[src/hdl/mon_pkg.sv]
// Constants for the monitor control and interrupt block.
// Assumes a single 100 MHz clock and a byte-wide register port behind the
// serial management bus slave.
package mon_pkg;
    // ************************************************************
    // Register offsets
    // ************************************************************
    localparam logic [7:0] OFS_CTRL = 8'h40;
    localparam logic [7:0] OFS_FLAGS_A = 8'h41;
    localparam logic [7:0] OFS_FLAGS_B = 8'h42;
    localparam logic [7:0] OFS_HIDE_A = 8'h43;
    localparam logic [7:0] OFS_HIDE_B = 8'h44;
    localparam logic [7:0] OFS_SPARE = 8'h45;
    localparam logic [7:0] OFS_INTR_REL = 8'h46;

    // ************************************************************
    // Reset values
    // ************************************************************
    localparam logic [7:0] RST_CTRL = 8'h08;
    localparam logic [7:0] RST_ZERO = 8'h00;

    // ************************************************************
    // Control register fields
    // ************************************************************
    localparam int CTRL_START = 0;
    localparam int CTRL_INT_EN = 1;
    localparam int CTRL_THERMAL_ALARM_N_EN = 2;
    localparam int CTRL_INT_CLEAR = 3;
    localparam int CTRL_RESET_PULSE = 4;
    localparam int CTRL_THERMAL_ALARM_N_GATE = 6;
    localparam int CTRL_INIT = 7;
    localparam int INTR_REL_BIT = 7;

    // ************************************************************
    // Status field layout
    // ************************************************************
    localparam logic [7:0] LIMIT_A_MASK = 8'hFF;
    localparam logic [7:0] LIMIT_B_MASK = 8'h03;
    localparam logic [7:0] THERMAL_ALARM_N_A_MASK = 8'h30;
    localparam int FLAG_B_INTRUSION = 4;
    localparam int FLAG_B_THERMAL_ALARM_N_PIN = 5;
    localparam int FLAG_B_DIODE1 = 6;
    localparam int FLAG_B_DIODE2 = 7;
    localparam logic [7:0] THERMAL_ALARM_N_B_MASK = 8'hE0;

    // ************************************************************
    // Timing
    // ************************************************************
    localparam int CLK_HZ = 100_000_000;
    localparam int PULSE_MS = 20;
    localparam int PULSE_CYCLES = PULSE_MS * (CLK_HZ / 1000);
endpackage : mon_pkg

[src/hdl/low_pulse_timer.sv]
// One-shot active-low pulse generator of a programmable cycle length.
// Assumes start is a one-cycle request; requests during a pulse are dropped.
`timescale 1ns/1ps
`default_nettype none
module low_pulse_timer #(
    parameter int LEN = 2_000_000,
    parameter int CW = $clog2(LEN + 1)
) (
    input wire logic mclk, // System clock
    input wire logic rst, // Synchronous reset, high
    input wire logic start, // Begin a pulse
    output logic pulse_n_q, // Low while pulsing
    output logic done // One cycle as pulse ends
);
    typedef enum logic {IDLE = 1'b0, PULSE = 1'b1} pstate_t;

    localparam logic [CW-1:0] LAST = CW'(LEN - 1);

    pstate_t state_q;
    pstate_t state_d;
    logic [CW-1:0] count_q;
    logic [CW-1:0] count_d;
    wire at_end = (count_q == LAST);

    // Next state; a restart while busy is ignored so the width never shrinks
    always_comb begin
        state_d = state_q;
        count_d = count_q;
        unique case (state_q)
            IDLE: begin
                count_d = '0;
                if (start) begin
                    state_d = PULSE;
                end
            end
            PULSE: begin
                count_d = count_q + CW'(1);
                if (at_end) begin
                    state_d = IDLE;
                end
            end
        endcase
    end

    assign done = (state_q == PULSE) && at_end;

    // State and pin flops
    always_ff @(posedge mclk) begin
        if (rst) begin
            state_q <= IDLE;
            count_q <= '0;
            pulse_n_q <= 1'b1;
        end else begin
            state_q <= state_d;
            count_q <= count_d;
            pulse_n_q <= (state_d != PULSE);
        end
    end
endmodule : low_pulse_timer
`default_nettype wire

[src/hdl/monitor_interrupt_control.sv]
// Control and interrupt section of the hardware monitor.
// Assumes the serial bus slave presents one-cycle byte read/write strobes
// and the conversion datapath supplies one-cycle limit-violation events.
//
// Behaviour
// Control bit 0 starts monitoring; zero puts the part in standby.
// Clearing start keeps already asserted interrupt pins asserted.
// Running monitoring scans channels and compares against limits.
// Host should program all limits before setting start.
// Control bit 1 enables general interrupt; zero keeps it inactive.
// Control bit 2 enables thermal alarm; zero keeps it inactive.
// Bit 3 drops general interrupt, suspends monitoring, keeps status.
// Bit 4 drives 20 ms low reset pulse, then self-clears.
// Bit 6 drops thermal alarm output, status untouched.
// Bit 7 restores power-on values and reads back zero; the spare register keeps its value.
// Voltage/temperature flags set on high or low limit violation.
// Flags A6/A7 set on tach count or auxiliary analog limit.
// Flag B4 set when chassis intrusion input goes high.
// Flag B5 set when outside circuitry pulls thermal pin low.
// Flags B6/B7 report remote diode one and two faults.
// Mask bit one hides matching status bit from general interrupt.
// Spare register resets zero, holds whatever host writes.
// Intrusion release bit 7 drives 20 ms low pulse, self-clears.
// Thermal interrupt mask keeps thermal events off general interrupt.
// General interrupt low when unmasked flag set, enabled, not cleared.
`timescale 1ns/1ps
`default_nettype none
module monitor_interrupt_control
    import mon_pkg::*;
#(
    parameter int PULSE_LEN = PULSE_CYCLES
) (
    input wire logic mclk, // 100 MHz clock
    input wire logic rst, // Synchronous reset, high
    input wire logic [7:0] reg_addr, // Register pointer
    input wire logic reg_wr, // Write strobe
    input wire logic reg_rd, // Read strobe
    input wire logic [7:0] reg_wdata, // Write data
    output logic [7:0] reg_rdata, // Read data, held
    input wire logic [7:0] limit_event_a, // Datapath violations, group A
    input wire logic [1:0] limit_event_b, // Datapath violations, group B
    input wire logic tach_or_analog_one, // Channel 6 in analog mode
    input wire logic tach_or_analog_two, // Channel 7 in analog mode
    input wire logic remote_diode_one_fault, // Diode one short/open
    input wire logic remote_diode_two_fault, // Diode two short/open
    input wire logic thermal_alarm_n_event, // Thermal limit crossed
    input wire logic thermal_alarm_n_int_mask, // Thermal events off general irq
    input wire logic chassis_intrusion_i, // Intrusion pin level
    output logic chassis_intrusion_o, // Intrusion pin drive value
    output logic chassis_intrusion_oe, // Intrusion pin drive enable
    input wire logic thermal_alarm_n_i, // Thermal pin level
    output logic thermal_alarm_n_o, // Thermal pin drive value
    output logic thermal_alarm_n_oe, // Thermal pin drive enable
    output logic int_n, // General interrupt, low active
    output logic reset_out_n, // Timed reset, low active
    output logic scan_run, // Datapath may scan and compare
    output logic init_pulse // Re-init for outside registers
);
    // ************************************************************
    // Register state
    // ************************************************************
    logic [7:0] ctrl_q;
    logic [7:0] flags_a_q;
    logic [7:0] flags_b_q;
    logic [7:0] hide_a_q;
    logic [7:0] hide_b_q;
    logic [7:0] spare_q;
    logic [7:0] intr_rel_q;
    logic [7:0] ctrl_d;
    logic [7:0] intr_rel_d;
    logic [7:0] flags_a_d;
    logic [7:0] flags_b_d;
    logic intrusion_prev_q;
    logic intr_drive_q;
    logic thermal_alarm_n_drive_q;

    // ************************************************************
    // Address decode
    // ************************************************************
    wire hit_ctrl = (reg_addr == OFS_CTRL);
    wire hit_fa = (reg_addr == OFS_FLAGS_A);
    wire hit_fb = (reg_addr == OFS_FLAGS_B);
    wire hit_ha = (reg_addr == OFS_HIDE_A);
    wire hit_hb = (reg_addr == OFS_HIDE_B);
    wire hit_spare = (reg_addr == OFS_SPARE);
    wire hit_rel = (reg_addr == OFS_INTR_REL);
    wire wr_ctrl = reg_wr && hit_ctrl;
    // restore defaults
    wire init_req = wr_ctrl && reg_wdata[CTRL_INIT];
    wire rd_fa = reg_rd && hit_fa;
    wire rd_fb = reg_rd && hit_fb;

    // ************************************************************
    // Pulse timers
    // ************************************************************
    wire rst_start = wr_ctrl && !init_req && reg_wdata[CTRL_RESET_PULSE]
        && !ctrl_q[CTRL_RESET_PULSE];
    wire rel_start = reg_wr && hit_rel && reg_wdata[INTR_REL_BIT]
        && !intr_rel_q[INTR_REL_BIT];
    wire rst_done;
    wire rel_done;
    wire rel_pulse_n;

    // timed reset pulse
    low_pulse_timer #(.LEN(PULSE_LEN)) u_reset_pulse (
        .mclk(mclk),
        .rst(rst),
        .start(rst_start),
        .pulse_n_q(reset_out_n),
        .done(rst_done)
    );

    // intrusion release pulse
    low_pulse_timer #(.LEN(PULSE_LEN)) u_release_pulse (
        .mclk(mclk),
        .rst(rst),
        .start(rel_start),
        .pulse_n_q(rel_pulse_n),
        .done(rel_done)
    );

    // ************************************************************
    // Control and release register next values
    // ************************************************************
    // self-clear; a pending pulse bit survives a host rewrite
    always_comb begin
        ctrl_d = ctrl_q;
        if (init_req) begin
            ctrl_d = RST_CTRL;
        end else if (wr_ctrl) begin
            ctrl_d = reg_wdata;
            ctrl_d[CTRL_INIT] = 1'b0;
            ctrl_d[CTRL_RESET_PULSE] = ctrl_q[CTRL_RESET_PULSE]
                || reg_wdata[CTRL_RESET_PULSE];
        end
        if (rst_done) begin
            ctrl_d[CTRL_RESET_PULSE] = 1'b0;
        end
    end

    // bit self-clears as the release timer ends, one cycle before the pin is let go
    always_comb begin
        intr_rel_d = intr_rel_q;
        if (init_req) begin
            intr_rel_d = RST_ZERO;
        end else if (reg_wr && hit_rel) begin
            intr_rel_d = reg_wdata;
            intr_rel_d[INTR_REL_BIT] = intr_rel_q[INTR_REL_BIT]
                || reg_wdata[INTR_REL_BIT];
        end
        if (rel_done) begin
            intr_rel_d[INTR_REL_BIT] = 1'b0;
        end
    end

    // ************************************************************
    // Event sources
    // ************************************************************
    // scanning runs only when started and not suspended
    wire run_d = ctrl_d[CTRL_START] && !ctrl_d[CTRL_INT_CLEAR];
    wire running = ctrl_q[CTRL_START] && !ctrl_q[CTRL_INT_CLEAR];
    // limit events count only while scanning
    wire [7:0] ev_a = running ? (limit_event_a & LIMIT_A_MASK) : RST_ZERO;
    wire [1:0] ev_b = running ? limit_event_b : 2'h0;
    // rising intrusion level, ignored while we pull the pin
    wire intr_rise = chassis_intrusion_i && !intrusion_prev_q
        && !intr_drive_q;
    // pin low while we are not driving it
    wire thermal_alarm_n_ext = !thermal_alarm_n_i && !thermal_alarm_n_drive_q;
    wire [7:0] ev_b_full = {remote_diode_two_fault, remote_diode_one_fault,
        thermal_alarm_n_ext, intr_rise, 2'h0, ev_b};

    // ************************************************************
    // Status flags: a read clears, a new event in that cycle wins
    // ************************************************************
    always_comb begin
        flags_a_d = rd_fa ? RST_ZERO : flags_a_q;
        flags_b_d = rd_fb ? RST_ZERO : flags_b_q;
        // limit latches
        flags_a_d = flags_a_d | ev_a;
        // external and diode latches
        flags_b_d = flags_b_d | ev_b_full;
        if (init_req) begin
            flags_a_d = RST_ZERO;
            flags_b_d = RST_ZERO;
        end
    end

    // ************************************************************
    // Interrupt combining
    // ************************************************************
    // mask hides a flag
    wire [7:0] vis_a = flags_a_d & ~hide_a_q;
    wire [7:0] vis_b = flags_b_d & ~hide_b_q;
    // thermal sources dropped from general interrupt on request
    wire [7:0] tm_a = thermal_alarm_n_int_mask ? ~THERMAL_ALARM_N_A_MASK : 8'hFF;
    wire [7:0] tm_b = thermal_alarm_n_int_mask ? ~THERMAL_ALARM_N_B_MASK : 8'hFF;
    wire any_vis = |(vis_a & tm_a) || |(vis_b & tm_b);
    // general interrupt; R2 flags hold it across standby
    wire int_act = any_vis && ctrl_d[CTRL_INT_EN]
        && !ctrl_d[CTRL_INT_CLEAR];
    // thermal alarm drive
    wire thermal_alarm_n_act = thermal_alarm_n_event && ctrl_d[CTRL_THERMAL_ALARM_N_EN]
        && !ctrl_d[CTRL_THERMAL_ALARM_N_GATE];

    // ************************************************************
    // Read mux, unmapped offsets read zero
    // ************************************************************
    wire [7:0] rd_mux =
        hit_ctrl ? ctrl_q :
        hit_fa ? flags_a_q :
        hit_fb ? flags_b_q :
        hit_ha ? hide_a_q :
        hit_hb ? hide_b_q :
        hit_spare ? spare_q :
        hit_rel ? intr_rel_q : RST_ZERO;

    // ************************************************************
    // Register flops
    // ************************************************************
    // Host registers; spare is not in the restore list, so init skips it
    always_ff @(posedge mclk) begin
        if (rst) begin
            ctrl_q <= RST_CTRL;
            intr_rel_q <= RST_ZERO;
            hide_a_q <= RST_ZERO;
            hide_b_q <= RST_ZERO;
            spare_q <= RST_ZERO;
        end else begin
            ctrl_q <= ctrl_d;
            intr_rel_q <= intr_rel_d;
            // mask registers
            hide_a_q <= init_req ? RST_ZERO
                : (reg_wr && hit_ha) ? reg_wdata : hide_a_q;
            hide_b_q <= init_req ? RST_ZERO
                : (reg_wr && hit_hb) ? reg_wdata : hide_b_q;
            // plain storage
            spare_q <= (reg_wr && hit_spare) ? reg_wdata : spare_q;
        end
    end

    // Status flags and edge history
    always_ff @(posedge mclk) begin
        if (rst) begin
            flags_a_q <= RST_ZERO;
            flags_b_q <= RST_ZERO;
            intrusion_prev_q <= 1'b0;
        end else begin
            flags_a_q <= flags_a_d;
            flags_b_q <= flags_b_d;
            intrusion_prev_q <= chassis_intrusion_i;
        end
    end

    // Registered outputs, so the pins never glitch on decode
    always_ff @(posedge mclk) begin
        if (rst) begin
            reg_rdata <= RST_ZERO;
            int_n <= 1'b1;
            thermal_alarm_n_drive_q <= 1'b0;
            intr_drive_q <= 1'b0;
            scan_run <= 1'b0;
            init_pulse <= 1'b0;
        end else begin
            reg_rdata <= reg_rd ? rd_mux : reg_rdata;
            int_n <= !int_act;
            thermal_alarm_n_drive_q <= thermal_alarm_n_act;
            intr_drive_q <= !rel_start && rel_pulse_n ? 1'b0 : 1'b1;
            // datapath enable
            scan_run <= run_d;
            init_pulse <= init_req;
        end
    end

    // Open-drain pins: value is low, enable carries the drive
    assign thermal_alarm_n_o = 1'b0;
    assign thermal_alarm_n_oe = thermal_alarm_n_drive_q;
    assign chassis_intrusion_o = 1'b0;
    assign chassis_intrusion_oe = intr_drive_q;
endmodule : monitor_interrupt_control
`default_nettype wire

[config.mk]
export PLATFORM = sky130hd
export DESIGN_NAME = monitor_interrupt_control
export DESIGN_NICKNAME = d
export VERILOG_FILES = /design/src/hdl/mon_pkg.sv /design/src/hdl/low_pulse_timer.sv /design/src/hdl/monitor_interrupt_control.sv
export SDC_FILE = /design/constraint.sdc
export NUM_CORES = 1
export LEC_CHECK = 0
export CAP_MARGIN = 0
export CORE_MARGIN = 1.5
export CORE_UTILIZATION = 40
export DETAILED_ROUTE_END_ITERATION = 10
export DONT_BUFFER_PORTS = 1
export PLACE_DENSITY = 0.5
export SYNTH_ARGS = -nofsm -noshare
export SYNTH_HDL_FRONTEND = slang
export SYNTH_SLANG_ARGS = --single-unit
export TNS_END_PERCENT = 30
[constraint.sdc]
create_clock -name mclk -period 2.3 [get_ports mclk]
set_input_delay 0.115 -clock mclk [delete_from_list [all_inputs] [get_ports mclk]]
set_output_delay 0.115 -clock mclk [all_outputs]
set_load 0.05 [all_outputs]
==> impl_metrics.yaml <==
floorplanning:
  core.rowCount: 41
  die_h_um: 118
  initial_core_util_pct: 41.3
  io_pins: 54
  coreArea_um2: 12700
  die-area_um2: 13800
  die_x_um: 118
routing:
  routedWlPerCell_um: 16.6
  routed_via_density: 5.19
  drtIter0Drc: 274
  num_vias: 4114
  dr.pass1.iters: 4
  post-route-drc-count: 0
  routed_wl_mm: 13.2
  ant_nets: 0
yosys:
  syn_avg_cell_area_um2: 9.08
  synth_enable_flop_cells: 0
  yosys.area_share.simple_pct: 23.3
  synth_top_cell_by_area: "dfxtp_1"
  synth.distinct_cells: 60
  ys_ff_latch: 115
  synth-xor-area-share_pct: 5.33
  synth_area_leaders: "dfxtp_1 (44%), mux2i_1 (8.8%), nor2_1 (7.8%), xnor2_1 (3.5%), a22oi_1 (2.3%)"
  netlist_instances: 579
  synthFlopType: "dfxtp_1"
  synth_compound_area_share_pct: 10.8
  synth_top_family_by_area: "simple AND/OR/NAND/NOR gates"
  yosysSeqAreaShare_pct: 43.8
  yosysWarnings: 0
  synthAdderAreaFrac_pct: 0.476
  synth_area_um2: 5260
  synth_mux_area_share_pct: 11.1
  synth_top_cell_area_share_pct: 43.8
  async_reset_ff_share_pct: 0
setup_path:
  crit_chain: "mux2_1 > a221oi_1 > a2111oi_0 > mux2i_1 > dlygate4sd3_1 > nor2_1"
  crit_family: "compound AO/OA/AOI/OAI gates"
  startpoint_type: "register"
  cp_slowest_cell: "dlygate4sd3_1"
  path_max_fanout: 4
  cp.arrival_ns: 2.40
  critical_path_buf_inv_count: 1
  criticalPathCategory: "reg2reg"
  slowest_delay_ns: 0.58
  endpoint_kind: "register"
  worst_ep_required_time_ns: 2.64
timing:
  fin_worst_skew_ns: 0.00860
  fin_tns_setup_ns: 0
  final.period_utilization_pct: 89.3
  grt_setup_unrepaired: "false"
  relSlewSlack_pct: 47.1
  maxClockFrequency_mhz: 487
  drv_slew: 0
  min_period_ns: 2.05
  final_hold_viol_count: 0
  tightest_slew_ns: 0.794
  setup_violations: 0
clocking:
  hold_buffers: 30
  numCtsBuffers: 17
  post-cts-setup-buffers: 0
  cts.sinks: 115
  htree_levels: 4
  cts_resized: 0
  tritoncts: "done"
  clockBufferDepth: 2
  clock_latency_ns: 0.42
  root_buffer: "clkbuf_16"
  clk_pin_slew_worst_paths_ns: 0.05
cells_and_area:
  nets: 648
  final_cells: 792
  stdcell_area_um2: 6310
  area_growth_pct: 20.1
  final-seq-area_um2: 2300
  num_antenna_cells: 0
  fillers: 1228
  multi_input_area_um2: 2690
  drive_above_1_share_pct: 9.35
  final_core_util_pct: 49.6
global_routing:
  grt_antenna_before_repair: 0
  grt_max_degree: 40
  use_met1_pct: 24.7
  grt_pass1_vias: 4000
  gr-usage-met2_pct: 31.9
  grt_pass1_wl_mm: 21.5
  grt.total_usage_pct: 19.8
  grtUsageMet3_pct: 6.30
  top_usage_layer: "met2"
  grt-ovfl-total: 0
power:
  p_leak_uw: 0.00234
  ir_drop_uv: 468
  power_density_nw_per_um2: 782
placed_design:
  routabilityCongestion: 0.781
  postPlaceCellArea_um2: 5400
  numPortBuffers: 0
  place_inst: 731
  hpwl_mm: 8.79
flow_run:
  maxCapViolations: 0
outcome:
  run_status: "finished, final reports clean"
hold_path:
  hold_path_class: "in2reg"
==> power by group <==
| part | internal, uW | total, uW | switching [uW] |
|---|---|---|---|
| clock network | 1820 | 2720 | 903 |
| registers | 2010 | 2040 | 28.9 |
| logic | 85.9 | 176 | 89.9 |
| total | 3910 | 4940 | 1020 |
==> per-layer routing <==
metal,share of wire [%],vias up
met5,0,-
met1,46,1940
li1,-,2091
met3,4.5,8
met2,49,75
met4,1.2,0
==> final cells by class <==
type,instances,share of cell area [%]
well taps,172,3.41
repair buffers,40,6.30
clock buffers,20,7.08
flip-flops and latches,115,36.5
inverters,27,1.61
clock inverters,11,2.54
multi-input cells,407,42.6
==> kinds of logic after synthesis <==
family                   count (synthesis)
AO/OA/AOI/OAI                           82
XOR/XNOR                                32
adder cells (fa/ha/maj)                  2
buffers and inverters                   58
flip-flops                             115
multiplexers                            52
other                                    1
AND/OR/NAND/NOR                        237
==> tightest hold or removal path, stage by stage <==
cell     delay, ns
nor2b_1       0.11
mux2i_1       0.10
nor2_1        0.08
==> synthesized netlist by cell type (8+ instances only) <==
cell type  count
nor2b_1        9
clkbuf_1      14
nor2_1       109
mux2i_1       46
xor2_1        11
a22oi_1       16
nand2b_1       8
xnor2_1       21
nand2_1       24
a21oi_1       15
nor4_1        10
inv_1         27
o21ai_0       12
nor3_1        14
dfxtp_1      115
nand3_1       17
and3_1         8
==> registers in the layout, summed over array words and instances (netlist names) <==
| register | count |
|---|---|
| flags_b_q | 8 |
| u_reset_pulse.state_q | 1 |
| flags_a_q | 8 |
| u_reset_pulse.count_q | 21 |
| intr_rel_q | 8 |
| scan_run | 1 |
| thermal_alarm_n_oe | 1 |
| u_release_pulse.count_q | 21 |
| hide_a_q | 8 |
| spare_q | 8 |
| int_n | 1 |
| u_reset_pulse.pulse_n_q | 1 |
| u_release_pulse.state_q | 1 |
| ctrl_q | 7 |
| chassis_intrusion_oe | 1 |
| hide_b_q | 8 |
| init_pulse | 1 |
| reg_rdata | 8 |
| u_release_pulse.pulse_n_q | 1 |
| intrusion_prev_q | 1 |
==> per-stage QoR <==
stage | total power, uW | hold WS [ns] | worst slack, ns
after floorplan | 2190 | 0.192 | 0.691
after global placement | 2180 | 0.193 | 0.344
after detailed placement | 2180 | 0.196 | 0.345
after CTS | 5000 | 0.00363 | 0.238
after global routing | 5100 | 0.0302 | 0.0843
final | 4940 | 0.0222 | 0.247
==> worst paths after layout <==
kind / startpoint / end / slack, ns / depth (start not counted)
min reg2reg: u_release_pulse.count_q[0] / u_release_pulse.count_q[0] / 0.47 / 1
max: hide_a_q[7] / reg_rdata[7] / 0.25 / 6
min: reg_wdata[0] / ctrl_q[0] / 0.02 / 3
max reg2reg: hide_a_q[7] / reg_rdata[7] / 0.25 / 6
==> cell usage in the layout (no fill, tap or decap), types with 3 or more instances in the layout <==
master / synthesis / final
or3_1: 7 / 7
nand2_1: 24 / 24
mux2i_1: 46 / 46
inv_1: 27 / 27
nor3_1: 14 / 14
mux4_2: 5 / 5
nor2_1: 109 / 109
dfxtp_1: 115 / 115
o22ai_1: 4 / 4
and4_1: 3 / 3
a211oi_1: 7 / 7
xnor2_1: 21 / 21
a21oi_1: 15 / 15
and3_1: 8 / 8
bufinv_16: 0 / 4
nand3b_1: 4 / 4
buf_4: 5 / 9
nand2b_1: 8 / 8
clkinv_2: 0 / 5
o21ai_0: 12 / 12
nor2b_1: 9 / 9
clkbuf_16: 0 / 17
o31ai_1: 3 / 3
a22oi_1: 16 / 16
o221ai_1: 4 / 4
xor2_1: 11 / 11
o21a_1: 3 / 3
nand3_1: 17 / 17
nor4_1: 10 / 10
dlygate4sd3_1: 0 / 29
nand4_1: 6 / 6
Note: power is estimated with default switching activity, not from simulation.
